--- src/rtl/rtcal_pkg.sv ---
/*
 * constants for the alarm match and multi-function output block:
 * register offsets, field positions, reset values, match selects.
 * assumes 8-bit registers reached by a plain address/strobe port.
 */
package rtcal_pkg;
	// register offsets
	localparam logic [7:0] A_CTRL   = 8'h08;
	localparam logic [7:0] A0_SEC   = 8'h0c;
	localparam logic [7:0] A0_MIN   = 8'h0d;
	localparam logic [7:0] A0_HOUR  = 8'h0e;
	localparam logic [7:0] A0_WKD   = 8'h0f;
	localparam logic [7:0] A0_DATE  = 8'h10;
	localparam logic [7:0] A0_MTH   = 8'h11;
	localparam logic [7:0] A1_HSEC  = 8'h12;
	localparam logic [7:0] A1_SEC   = 8'h13;
	localparam logic [7:0] A1_MIN   = 8'h14;
	localparam logic [7:0] A1_HOUR  = 8'h15;
	localparam logic [7:0] A1_WKD   = 8'h16;
	localparam logic [7:0] A1_DATE  = 8'h17;

	// control bit positions
	localparam int C_SQW = 6;
	localparam int C_AL1 = 5;
	localparam int C_AL0 = 4;
	localparam int C_EXT = 3;
	localparam int C_CRS = 2;
	localparam logic [6:0] CTRL_RST = 7'h00;
	localparam logic       CTRL_B7  = 1'b1;

	// weekday register fields
	localparam int W_IF = 3;

	// reset values
	localparam logic [2:0] R_WKD  = 3'h1;
	localparam logic [5:0] R_DATE = 6'h01;
	localparam logic [4:0] R_MTH  = 5'h01;
	localparam logic       MFP_IDLE = 1'b1;

	// hour format bit of the running hour value
	localparam int H_FMT = 6;

	// output rate select and divider taps
	localparam logic [1:0] FS_1HZ  = 2'h0;
	localparam logic [1:0] FS_DIV8 = 2'h1;
	localparam logic [1:0] FS_DIV4 = 2'h2;
	localparam int T_1HZ  = 15;
	localparam int T_DIV8 = 3;
	localparam int T_DIV4 = 2;

	typedef enum logic [2:0] {
		SEL_SEC  = 3'h0,
		SEL_MIN  = 3'h1,
		SEL_HOUR = 3'h2,
		SEL_WKD  = 3'h3,
		SEL_DATE = 3'h4,
		SEL_HSEC = 3'h5,
		SEL_RSV  = 3'h6,
		SEL_ALL  = 3'h7
	} rtcal_sel_e;
endpackage

--- src/rtl/rtcal_time_if.sv ---
/*
 * running time fields, in bcd, with the timekeeping tick.
 * assumes one driver (the top) and any number of readers.
 */
`timescale 1ns/1ps
interface rtcal_time_if;
	logic       tick;
	logic [7:0] hsec;
	logic [6:0] sec;
	logic [6:0] min;
	logic [5:0] hour;
	logic [2:0] wkd;
	logic [5:0] date;
	logic [4:0] mth;
	modport src (output tick, hsec, sec, min, hour, wkd, date, mth);
	modport dst (input tick, hsec, sec, min, hour, wkd, date, mth);
endinterface

--- src/rtl/rtcal_match.sv ---
/*
 * match detector for one alarm: compares the selected bcd fields
 * with the running time on each tick and pulses hit once.
 * assumes tick is a one-cycle pulse on the same clock.
 */
`timescale 1ns/1ps
module rtcal_match #(
	parameter bit ALM0 = 1'b1
) (
	// clock and reset
	input  wire logic       clk,
	input  wire logic       arst_n,
	// running time
	rtcal_time_if.dst       t,
	// alarm settings
	input  wire logic       en,
	input  wire logic [2:0] sel,
	input  wire logic [7:0] a_hsec,
	input  wire logic [6:0] a_sec,
	input  wire logic [6:0] a_min,
	input  wire logic [5:0] a_hour,
	input  wire logic [2:0] a_wkd,
	input  wire logic [5:0] a_date,
	input  wire logic [4:0] a_mth,
	// match event
	output logic            hit
);
	function automatic logic f_is(input logic [2:0] s,
		input rtcal_pkg::rtcal_sel_e c);
		return s == c;
	endfunction

	logic eq_last;

	// whole-digit compares keep bcd intact
	wire e_hs = t.hsec == a_hsec;
	wire e_s  = t.sec == a_sec;
	wire e_m  = t.min == a_min;
	// am/pm sits in bit 5 in 12-hour form, so it is compared too
	wire e_h  = t.hour == a_hour;
	wire e_w  = t.wkd == a_wkd;
	wire e_d  = t.date == a_date;
	wire e_mo = !ALM0 || t.mth == a_mth;
	wire e_all = e_s & e_m & e_h & e_w & e_d & e_mo;
	wire e_hsv = !ALM0 && e_hs;

	// reserved codes give no match
	wire eq =
		f_is(sel, rtcal_pkg::SEL_SEC)  ? e_s :
		f_is(sel, rtcal_pkg::SEL_MIN)  ? e_m :
		f_is(sel, rtcal_pkg::SEL_HOUR) ? e_h :
		f_is(sel, rtcal_pkg::SEL_WKD)  ? e_w :
		f_is(sel, rtcal_pkg::SEL_DATE) ? e_d :
		f_is(sel, rtcal_pkg::SEL_HSEC) ? e_hsv :
		f_is(sel, rtcal_pkg::SEL_ALL)  ? e_all : 1'b0;

	// tracked while disabled too, so enabling on a standing match
	// waits for the next time the fields become equal
	always_ff @(posedge clk or negedge arst_n) begin
		if (!arst_n)
			eq_last <= 1'b0;
		else if (t.tick)
			eq_last <= eq;
	end

	assign hit = t.tick & en & eq & !eq_last;
endmodule

--- src/rtl/rtcal_top.sv ---
/*
 * alarm registers, two alarm matchers and the multi-function pin
 * with its square-wave divider, plus the control register.
 * assumes the serial front end gives one-cycle reg_wr/reg_rd
 * strobes, timekeeping gives bcd time with a tick, and the trim
 * logic gives trimmed oscillator edges.
 */
`timescale 1ns/1ps
module rtcal_top (
	// clock and reset
	input  wire logic       clk,
	input  wire logic       arst_n,
	// register port
	input  wire logic [7:0] reg_addr,
	input  wire logic [7:0] reg_wdata,
	input  wire logic       reg_wr,
	input  wire logic       reg_rd,
	output logic      [7:0] reg_rdata,
	// running time, bcd
	input  wire logic       time_tick,
	input  wire logic [7:0] now_hsec,
	input  wire logic [6:0] now_sec,
	input  wire logic [6:0] now_min,
	input  wire logic [7:0] now_hour,
	input  wire logic [2:0] now_weekday_value,
	input  wire logic [5:0] now_date,
	input  wire logic [4:0] now_month,
	// oscillator and power
	input  wire logic       osc_edge,
	input  wire logic       trim_edge,
	input  wire logic       crystal_input_pin,
	input  wire logic       on_backup,
	// outputs
	output logic            multi_function_pin,
	output logic            external_clock_input_enable,
	output logic            coarse_trim_enable
);
	function automatic logic f_wr(input logic s,
		input logic [7:0] a, input logic [7:0] b);
		return s && a == b;
	endfunction

	rtcal_time_if tif ();

	logic [6:0]  ctrl;
	logic [6:0]  a0_sec;
	logic [6:0]  a0_min;
	logic [5:0]  a0_hour;
	logic [2:0]  a0_sel;
	logic [2:0]  a0_wkd;
	logic [5:0]  a0_date;
	logic [4:0]  a0_mth;
	logic [7:0]  a1_hsec;
	logic [6:0]  a1_sec;
	logic [6:0]  a1_min;
	logic [5:0]  a1_hour;
	logic [2:0]  a1_sel;
	logic [2:0]  a1_wkd;
	logic [5:0]  a1_date;
	logic [1:0]  flag;
	logic [1:0]  next_flag;
	logic [1:0]  hit;
	logic        x1_m;
	logic        x1_s;
	logic        x1_d;
	logic        bk_m;
	logic        bk_s;
	logic        raw_tog;
	logic [15:0] div;
	logic        next_mfp;

	// running time onto the shared carrier
	assign tif.tick = time_tick;
	assign tif.hsec = now_hsec;
	assign tif.sec  = now_sec;
	assign tif.min  = now_min;
	assign tif.hour = now_hour[5:0];
	assign tif.wkd  = now_weekday_value;
	assign tif.date = now_date;
	assign tif.mth  = now_month;

	// write decode
	wire wr_ctrl = f_wr(reg_wr, reg_addr, rtcal_pkg::A_CTRL);
	wire wr_0s = f_wr(reg_wr, reg_addr, rtcal_pkg::A0_SEC);
	wire wr_0m = f_wr(reg_wr, reg_addr, rtcal_pkg::A0_MIN);
	wire wr_0h = f_wr(reg_wr, reg_addr, rtcal_pkg::A0_HOUR);
	wire wr_0w = f_wr(reg_wr, reg_addr, rtcal_pkg::A0_WKD);
	wire wr_0d = f_wr(reg_wr, reg_addr, rtcal_pkg::A0_DATE);
	wire wr_0o = f_wr(reg_wr, reg_addr, rtcal_pkg::A0_MTH);
	wire wr_1c = f_wr(reg_wr, reg_addr, rtcal_pkg::A1_HSEC);
	wire wr_1s = f_wr(reg_wr, reg_addr, rtcal_pkg::A1_SEC);
	wire wr_1m = f_wr(reg_wr, reg_addr, rtcal_pkg::A1_MIN);
	wire wr_1h = f_wr(reg_wr, reg_addr, rtcal_pkg::A1_HOUR);
	wire wr_1w = f_wr(reg_wr, reg_addr, rtcal_pkg::A1_WKD);
	wire wr_1d = f_wr(reg_wr, reg_addr, rtcal_pkg::A1_DATE);

	// control fields
	wire sqw = ctrl[rtcal_pkg::C_SQW];
	wire crs = ctrl[rtcal_pkg::C_CRS];
	wire [1:0] fs = ctrl[1:0];
	assign external_clock_input_enable = ctrl[rtcal_pkg::C_EXT];
	assign coarse_trim_enable = crs;

	// registers hold only implemented bits
	always_ff @(posedge clk or negedge arst_n) begin
		if (!arst_n)
			ctrl <= rtcal_pkg::CTRL_RST;
		else if (wr_ctrl)
			ctrl <= reg_wdata[6:0];
	end

	always_ff @(posedge clk or negedge arst_n) begin
		if (!arst_n)
			a0_sec <= '0;
		else if (wr_0s)
			a0_sec <= reg_wdata[6:0];
	end

	always_ff @(posedge clk or negedge arst_n) begin
		if (!arst_n)
			a0_min <= '0;
		else if (wr_0m)
			a0_min <= reg_wdata[6:0];
	end

	// format bit is not stored; it mirrors the running hour
	always_ff @(posedge clk or negedge arst_n) begin
		if (!arst_n)
			a0_hour <= '0;
		else if (wr_0h)
			a0_hour <= reg_wdata[5:0];
	end

	always_ff @(posedge clk or negedge arst_n) begin
		if (!arst_n) begin
			a0_sel <= rtcal_pkg::SEL_SEC;
			a0_wkd <= rtcal_pkg::R_WKD;
		end else if (wr_0w) begin
			a0_sel <= reg_wdata[6:4];
			a0_wkd <= reg_wdata[2:0];
		end
	end

	always_ff @(posedge clk or negedge arst_n) begin
		if (!arst_n)
			a0_date <= rtcal_pkg::R_DATE;
		else if (wr_0d)
			a0_date <= reg_wdata[5:0];
	end

	always_ff @(posedge clk or negedge arst_n) begin
		if (!arst_n)
			a0_mth <= rtcal_pkg::R_MTH;
		else if (wr_0o)
			a0_mth <= reg_wdata[4:0];
	end

	always_ff @(posedge clk or negedge arst_n) begin
		if (!arst_n)
			a1_hsec <= '0;
		else if (wr_1c)
			a1_hsec <= reg_wdata;
	end

	always_ff @(posedge clk or negedge arst_n) begin
		if (!arst_n)
			a1_sec <= '0;
		else if (wr_1s)
			a1_sec <= reg_wdata[6:0];
	end

	always_ff @(posedge clk or negedge arst_n) begin
		if (!arst_n)
			a1_min <= '0;
		else if (wr_1m)
			a1_min <= reg_wdata[6:0];
	end

	always_ff @(posedge clk or negedge arst_n) begin
		if (!arst_n)
			a1_hour <= '0;
		else if (wr_1h)
			a1_hour <= reg_wdata[5:0];
	end

	always_ff @(posedge clk or negedge arst_n) begin
		if (!arst_n) begin
			a1_sel <= rtcal_pkg::SEL_SEC;
			a1_wkd <= rtcal_pkg::R_WKD;
		end else if (wr_1w) begin
			a1_sel <= reg_wdata[6:4];
			a1_wkd <= reg_wdata[2:0];
		end
	end

	always_ff @(posedge clk or negedge arst_n) begin
		if (!arst_n)
			a1_date <= rtcal_pkg::R_DATE;
		else if (wr_1d)
			a1_date <= reg_wdata[5:0];
	end

	rtcal_match #(.ALM0(1'b1)) u_m0 (
		.clk    (clk),
		.arst_n (arst_n),
		.t      (tif.dst),
		.en     (ctrl[rtcal_pkg::C_AL0]),
		.sel    (a0_sel),
		.a_hsec (a1_hsec),
		.a_sec  (a0_sec),
		.a_min  (a0_min),
		.a_hour (a0_hour),
		.a_wkd  (a0_wkd),
		.a_date (a0_date),
		.a_mth  (a0_mth),
		.hit    (hit[0])
	);

	// month field is ignored by the second matcher
	rtcal_match #(.ALM0(1'b0)) u_m1 (
		.clk    (clk),
		.arst_n (arst_n),
		.t      (tif.dst),
		.en     (ctrl[rtcal_pkg::C_AL1]),
		.sel    (a1_sel),
		.a_hsec (a1_hsec),
		.a_sec  (a1_sec),
		.a_min  (a1_min),
		.a_hour (a1_hour),
		.a_wkd  (a1_wkd),
		.a_date (a1_date),
		.a_mth  (a0_mth),
		.hit    (hit[1])
	);

	// set beats a clear in the same cycle; a written 1 does nothing
	wire clr0 = wr_0w && !reg_wdata[rtcal_pkg::W_IF];
	wire clr1 = wr_1w && !reg_wdata[rtcal_pkg::W_IF];
	assign next_flag[0] = hit[0] | (flag[0] & !clr0);
	assign next_flag[1] = hit[1] | (flag[1] & !clr1);

	always_ff @(posedge clk or negedge arst_n) begin
		if (!arst_n)
			flag <= '0;
		else
			flag <= next_flag;
	end

	// pin and supply status cross in through two flops
	always_ff @(posedge clk or negedge arst_n) begin
		if (!arst_n) begin
			x1_m <= 1'b0;
			x1_s <= 1'b0;
			x1_d <= 1'b0;
			bk_m <= 1'b0;
			bk_s <= 1'b0;
		end else begin
			x1_m <= crystal_input_pin;
			x1_s <= x1_m;
			x1_d <= x1_s;
			bk_m <= on_backup;
			bk_s <= bk_m;
		end
	end

	// both edges of the selected source drive the undivided output
	wire pin_edge = x1_s ^ x1_d;
	wire raw_edge = external_clock_input_enable ? pin_edge : osc_edge;

	// untrimmed path for the 1:1 rate only
	always_ff @(posedge clk or negedge arst_n) begin
		if (!arst_n)
			raw_tog <= 1'b0;
		else if (raw_edge)
			raw_tog <= !raw_tog;
	end

	// divided rates count trimmed edges, two per oscillator period
	always_ff @(posedge clk or negedge arst_n) begin
		if (!arst_n)
			div <= '0;
		else if (trim_edge)
			div <= div + 16'h0001;
	end

	wire sq_rate =
		(fs == rtcal_pkg::FS_1HZ)  ? div[rtcal_pkg::T_1HZ] :
		(fs == rtcal_pkg::FS_DIV8) ? div[rtcal_pkg::T_DIV8] :
		(fs == rtcal_pkg::FS_DIV4) ? div[rtcal_pkg::T_DIV4] :
		raw_tog;
	wire sq_out = crs ? div[rtcal_pkg::T_1HZ] : sq_rate;

	// settings stay put on backup; only the output is withheld
	wire sq_act = sqw && !bk_s;
	wire alm_lvl = !(|flag);
	assign next_mfp = sq_act ? sq_out : alm_lvl;

	always_ff @(posedge clk or negedge arst_n) begin
		if (!arst_n)
			multi_function_pin <= rtcal_pkg::MFP_IDLE;
		else
			multi_function_pin <= next_mfp;
	end

	// readback; unmapped offsets read zero
	wire [7:0] rd_mux =
		(reg_addr == rtcal_pkg::A_CTRL) ?
			{rtcal_pkg::CTRL_B7, ctrl} :
		(reg_addr == rtcal_pkg::A0_SEC) ? {1'b0, a0_sec} :
		(reg_addr == rtcal_pkg::A0_MIN) ? {1'b0, a0_min} :
		(reg_addr == rtcal_pkg::A0_HOUR) ?
			{1'b0, now_hour[rtcal_pkg::H_FMT], a0_hour} :
		(reg_addr == rtcal_pkg::A0_WKD) ?
			{1'b0, a0_sel, flag[0], a0_wkd} :
		(reg_addr == rtcal_pkg::A0_DATE) ? {2'h0, a0_date} :
		(reg_addr == rtcal_pkg::A0_MTH) ? {3'h0, a0_mth} :
		(reg_addr == rtcal_pkg::A1_HSEC) ? a1_hsec :
		(reg_addr == rtcal_pkg::A1_SEC) ? {1'b0, a1_sec} :
		(reg_addr == rtcal_pkg::A1_MIN) ? {1'b0, a1_min} :
		(reg_addr == rtcal_pkg::A1_HOUR) ?
			{1'b0, now_hour[rtcal_pkg::H_FMT], a1_hour} :
		(reg_addr == rtcal_pkg::A1_WKD) ?
			{1'b0, a1_sel, flag[1], a1_wkd} :
		(reg_addr == rtcal_pkg::A1_DATE) ? {2'h0, a1_date} :
		8'h00;

	always_ff @(posedge clk or negedge arst_n) begin
		if (!arst_n)
			reg_rdata <= '0;
		else if (reg_rd)
			reg_rdata <= rd_mux;
	end
endmodule

--- config.mk ---
export PLATFORM = sky130hd
export DESIGN_NAME = rtcal_top
export DESIGN_NICKNAME = d
export VERILOG_FILES = /design/src/rtl/rtcal_pkg.sv /design/src/rtl/rtcal_time_if.sv /design/src/rtl/rtcal_match.sv /design/src/rtl/rtcal_top.sv
export SDC_FILE = /design/constraint.sdc
export NUM_CORES = 1
export LEC_CHECK = 0
export BUFFER_PORTS_ARGS = -buffer_cell sky130_fd_sc_hd__buf_2
export CAP_MARGIN = 20
export CORE_MARGIN = 2
export CORE_UTILIZATION = 30
export CTS_BUF_LIST = sky130_fd_sc_hd__clkbuf_8
export CTS_CLUSTER_SIZE = 16
export DETAILED_ROUTE_END_ITERATION = 8
export PLACE_DENSITY = 0.56
export SYNTH_ARGS = -nofsm -noshare
export SYNTH_HDL_FRONTEND = slang
export SYNTH_HIERARCHICAL = 1
export SYNTH_SLANG_ARGS = --single-unit
--- constraint.sdc ---
create_clock -name clk -period 3.86 [get_ports clk]
set_input_delay 0.965 -clock clk [delete_from_list [all_inputs] [get_ports clk]]
set_output_delay 0.965 -clock clk [all_outputs]
set_load 0.1 [all_outputs]
After elaboration in Yosys (flattened, before gate mapping). Cells that the tools add are included. Widths: inputs -> output; s select.

Output and inout port bits: 11. Bits in registers: 119. Bits of input ports: 69.

Reductions and logical operators: 28. Multiplexer cells: 33. Bitwise operators: 20. $add $sub $neg: 1. Equality and inequality tests: 39.

Operators by type and width (number): $eq 8x5->1 const B (8); $mux 8 (8); $eq 8x4->1 const B (5); $eq 7x7->1 (4); $mux 7 (4); $eq 6x6->1 (4); $mux 1 (20); $eq 3x3->1 const B (6); $and 1x1->1 (17); $add 16x1->16 const B (1); $logic_and 1x1->1 (16); $eq 3x2->1 const B (4); $eq 8x8->1 (1); $logic_not 1->1 (8); $eq 3x1->1 const B (2); $eq 3x3->1 (2); $logic_not 3->1 (2); $mux 6 (1); $eq 5x5->1 (1); $eq 2x1->1 const B (1); $eq 2x2->1 const B (1); $logic_not 2->1 (1); $or 1x1->1 (2); $reduce_or 2->1 (1); $xor 1x1->1 (1).

Longest topological paths before layout.
Word-level depth: 16. Gate-level depth with buffers: 8. Mapped depth without buffers: 7.

Modules after synthesis. Netlist, hierarchy kept.

By module, submodules not included: rtcal_top (cells an instance 411, area an instance 5456.5 sq um, times used 1); rtcal_match at u_m1 (cells an instance 71, area an instance 559.3 sq um, times used 1); rtcal_match at u_m0 (cells an instance 67, area an instance 534.3 sq um, times used 1).

Worst setup path after synthesis. Ideal clock, no wire load.

Kind: input to register. Start: input reg_addr[0]. End: register reg_rdata[1]. Data required time: 3.733 ns. Slack: 1.376 ns. Arrival time: 2.357 ns. Buffers on the path: 2. Stages on the path: 6. Cells stage by stage: buf_4 > buf_6 > mux4_2 > mux2_2 > a221oi_1 > nor2_1.

Cells in the longest elaborated chain, start to end: 14. Elaborated cells between the ends (all ways): 26.

RTL lines: start: declaration (line rtcal_top.sv:14) `input wire logic [7:0] reg_addr,`; $eq 8x5->1 (line rtcal_top.sv:324) `(reg_addr == rtcal_pkg::A1_DATE) ? {2'h0, a1_date} :`; $mux 6 (line rtcal_top.sv:324); $mux 7 (line rtcal_top.sv:322) `(reg_addr == rtcal_pkg::A1_WKD) ?`; $mux 7 (line rtcal_top.sv:320) `(reg_addr == rtcal_pkg::A1_HOUR) ?`; $mux 7 (line rtcal_top.sv:319) `(reg_addr == rtcal_pkg::A1_MIN) ? {1'b0, a1_min} :`; $mux 7 (line rtcal_top.sv:318) `(reg_addr == rtcal_pkg::A1_SEC) ? {1'b0, a1_sec} :`; $mux 8 (line rtcal_top.sv:317) `(reg_addr == rtcal_pkg::A1_HSEC) ? a1_hsec :`; $mux 8 (line rtcal_top.sv:316) `(reg_addr == rtcal_pkg::A0_MTH) ? {3'h0, a0_mth} :`; $mux 8 (line rtcal_top.sv:315) `(reg_addr == rtcal_pkg::A0_DATE) ? {2'h0, a0_date} :`; $mux 8 (line rtcal_top.sv:313) `(reg_addr == rtcal_pkg::A0_WKD) ?`; $mux 8 (line rtcal_top.sv:311) `(reg_addr == rtcal_pkg::A0_HOUR) ?`; $mux 8 (line rtcal_top.sv:310) `(reg_addr == rtcal_pkg::A0_MIN) ? {1'b0, a0_min} :`; $mux 8 (line rtcal_top.sv:309) `(reg_addr == rtcal_pkg::A0_SEC) ? {1'b0, a0_sec} :`; $mux 8 * (line rtcal_top.sv:307) `(reg_addr == rtcal_pkg::A_CTRL) ?`; end signal: assignment (line rtcal_top.sv:331) `reg_rdata <= rd_mux;`; end: declaration (line rtcal_top.sv:18) `output logic [7:0] reg_rdata,`.

Every way passes the cells marked *; elsewhere a longest branch is shown, timed or not. A chain may end at the register's enable or synchronous reset.

Worst setup path after layout.
Start: input reg_addr[0]. End: register a1_date[1].

Cells in the longest elaborated chain, start to end: 2.

RTL lines: $eq 8x5->1 (line rtcal_top.sv:40) `return s && a == b;`; $logic_and 1x1->1 (line rtcal_top.sv:40); end signal: assignment (line rtcal_top.sv:198) `a1_date <= rtcal_pkg::R_DATE;`; end signal: assignment (line rtcal_top.sv:200) `a1_date <= reg_wdata[5:0];`; end: declaration (line rtcal_top.sv:59) `logic [5:0] a1_date;`.

No other way between the ends.

==> reports/qor.yml <==
power_leakage_nw: 3.44
pwr-share-clk: 0.352
dpl_cell_area_mm2: 0.00724
clockRootBuffer: "clkbuf_8"
regToRegSetupSlack_ns: 1.72
clkSinkCount: 119
cts_resized: 0
tritoncts: "yes"
grt_antenna_before_repair: 0
startpoint_type: "primary input"
critPathRequiredTime_ns: 4.19
cp.depth: 5
layout_commonest_cell: "dfrtp_1"
end_kind: "flip-flop"
drt-vias-per-instance: 5.19
die_h_um: 152
crit_path_cell_trace: "buf_2 > buf_4 > and3_1 > nand3_1 > mux2_2"
syn_to_final_growth_pct: 16.1
ios: 80
maxSlewHeadroom: 0.434
htree_levels: 4
min_path_type: "flip-flop to flip-flop"
ys_ff_latch: 119
max_stage_delay_ns: 0.61
cap_violations: 0
internal_power_w: 0.00213
grtUsageTotal: 0.169
finalSetupTns_ns: 0
skew_ns: 0.00790
endpoint: "a1_date[1]$_DFFE_PN0P_"
nets: 700
fmax_ghz: 0.384
drtIter0Drc: 369
outcome: "finished, final reports clean"
cts_buffers: 17
fillCellCount: 2178
cp_slowest_cell: "buf_2"
rsz0062_at_grt: "no"
finalMaxSlewViolations: 0
setup_violations: 0
crit_family: "buffers and inverters"
synth_warnings: 6
wl_per_cell_um: 20.2
synth_area_mm2: 0.00655
grt-ovfl-total: 0
hold_violations: 0
clk_pin_slew_ns: 0.07
hold_buffers: 0
critPathKind: "primary input to flip-flop"
drt_pre_antenna_iters: 4
hpwl_um: 14200
reg2reg_from: "a0_mth[0]$_DFFE_PN1P_"
async_reset_ff_frac: 1.00
post_cts_buffers: 0
switchingPower_w: 0.000889
dieWidth_um: 152
wl_um: 18600
grt_pass1_vias: 4865
die_area_mm2: 0.0230
grt_max_degree: 54
io_buffers: 78
p_comb_frac: 0.166
worst_pin_slew_ns: 0.849
ys_seq_area_frac: 0.456
gp_congestion: 0.888
synth_nets: 619
arrival_ns: 2.94
min_period_ns: 2.61
startpoint: "reg_addr[0]"
fin_crit_sh: 0.675
synth_cells: 549
layout-drive-gt1-share: 0.371
cp_num_buf_inv: 2
core_mm2: 0.0216
via_count: 4782
initial_core_util: 0.303
rr_worst_depth: 7
pwr_density_cell_mw_per_mm2: 397
synth_ff_type: "dfrtp_1"
p_sw_frac: 0.294
clock_path_buffers: 2
synth.distinct_cells: 63
hold_depth: 0
drc: 0
final_cell_area_mm2: 0.00760
layout.cells.most_common_list: "dfrtp_1, mux2_2, buf_2"
detail-route-antenna-nets: 0
fin_util: 0.352
clock_latency_ns: 0.45
critPathMaxFanout: 28
postSynthAreaPerCell_um2: 11.9
rows: 54
p_seq_frac: 0.481
ir_drop_mv: 0.248
num_antenna_cells: 0
regToRegEndpoint: "flag[0]$_DFF_PN0_"
synth_edf_count: 0
grt_pass1_wl_um: 28500
[synth_stat cells (7+ instances only)]
cell type / n / area [µm²]
a21oi_1: 11 / 55.1
nor3_1: 11 / 55.1
o21ai_0: 10 / 50.1
xor2_1: 28 / 245
mux2i_1: 10 / 100
mux4_2: 12 / 270
nand3_1: 22 / 110
xnor2_1: 60 / 526
nor2_1: 28 / 105
clkbuf_1: 13 / 48.8
nor4_1: 7 / 43.8
nand4_1: 12 / 75.1
inv_1: 8 / 30.0
mux2_2: 91 / 1020
nand2_1: 14 / 52.6
o22ai_1: 11 / 68.8
dfrtp_1: 113 / 2830
[how the worst min path moves through the flow]
| stage | slack (ns) | start | to |
|---|---|---|---|
| 6_report | 0.35 | x1_m$_DFF_PN0_ | x1_s$_DFF_PN0_ |
| 3_3_place_gp | 0.34 | x1_m$_DFF_PN0_ | x1_s$_DFF_PN0_ |
| 4_1_cts | 0.35 | x1_m$_DFF_PN0_ | x1_s$_DFF_PN0_ |
| 2_1_floorplan | 0.33 | bk_m$_DFF_PN0_ | bk_s$_DFF_PN0_ |
| 5_1_grt | 0.37 | x1_m$_DFF_PN0_ | x1_s$_DFF_PN0_ |
| 3_5_place_dp | 0.34 | x1_m$_DFF_PN0_ | x1_s$_DFF_PN0_ |
[metal layers]
metal / routed length [µm] / share of wire / GRT usage / vias to the layer above
li1: - / - / - / 2165
met1: 8050 / 0.43 / 0.219 / 2433
met2: 9020 / 0.49 / 0.276 / 154
met3: 1050 / 0.056 / 0.0389 / 30
met5: 0 / 0 / 0 / -
met4: 467 / 0.025 / 0.0606 / 0
[power groups by stage]
stage | Combinational (W) | Sequential [W] | Clock (W)
after floorplan | 0.000284 | 0.00151 | 0
after global placement | 0.000494 | 0.00147 | 0
after detailed placement | 0.000505 | 0.00148 | 0
after CTS | 0.000507 | 0.00146 | 0.00109
after global routing | 0.000544 | 0.00147 | 0.00116
final | 0.000502 | 0.00145 | 0.00106
[worst register-to-register path: cells and delay by family, from the launching register on]
family                    cells  cell delay (ns)
and+or+nand+nor               5             1.26
xor gates and xnor gates      1             0.11
AOI/OAI and AO/OA             1             0.15
DFF                           1             0.55
[cell type report]
| class | count | area [µm²] | area share |
|---|---|---|---|
| Clock inverter | 13 | 116 | 0.0153 |
| Inverter | 9 | 33.8 | 0.00444 |
| Timing Repair Buffer | 85 | 458 | 0.0602 |
| Clock buffer | 18 | 248 | 0.0326 |
| Sequential cell | 119 | 2990 | 0.393 |
| Tap cell | 280 | 350 | 0.0461 |
| Multi-Input combinational cell | 398 | 3410 | 0.449 |
[state kept, by name, summed over array words and instances, names as in the netlist, 2 cells and up]
register / cells
reg_rdata: 8
a1_sec: 7
a0_wkd: 3
a0_sel: 3
a1_date: 6
a1_min: 7
a1_sel: 3
a0_hour: 6
ctrl: 7
flag: 2
a1_hsec: 8
a0_sec: 7
a1_hour: 6
div: 16
a0_date: 6
a0_mth: 5
a0_min: 7
a1_wkd: 3
[kinds of logic after synthesis]
family                     synth area share
DFF                                   0.456
muxes                                 0.213
xor gates and xnor gates              0.118
AOI/OAI and AO/OA                    0.0657
adders and majority gates           0.00191
and+or+nand+nor                       0.123
buffers and inverters                0.0233
[metrics by stage]
step                setup slack (ns)  std cells  power [W]  hold slack, ns
CTS                             1.25        922    0.00306           0.354
finish                          1.25        922    0.00302           0.347
global placement               0.783        891    0.00197           0.336
floorplan                       1.38        549    0.00179           0.331
global route                    1.16        922    0.00317           0.374
detailed placement             0.763        891    0.00198           0.336
(Power assumes the default switching activity.)
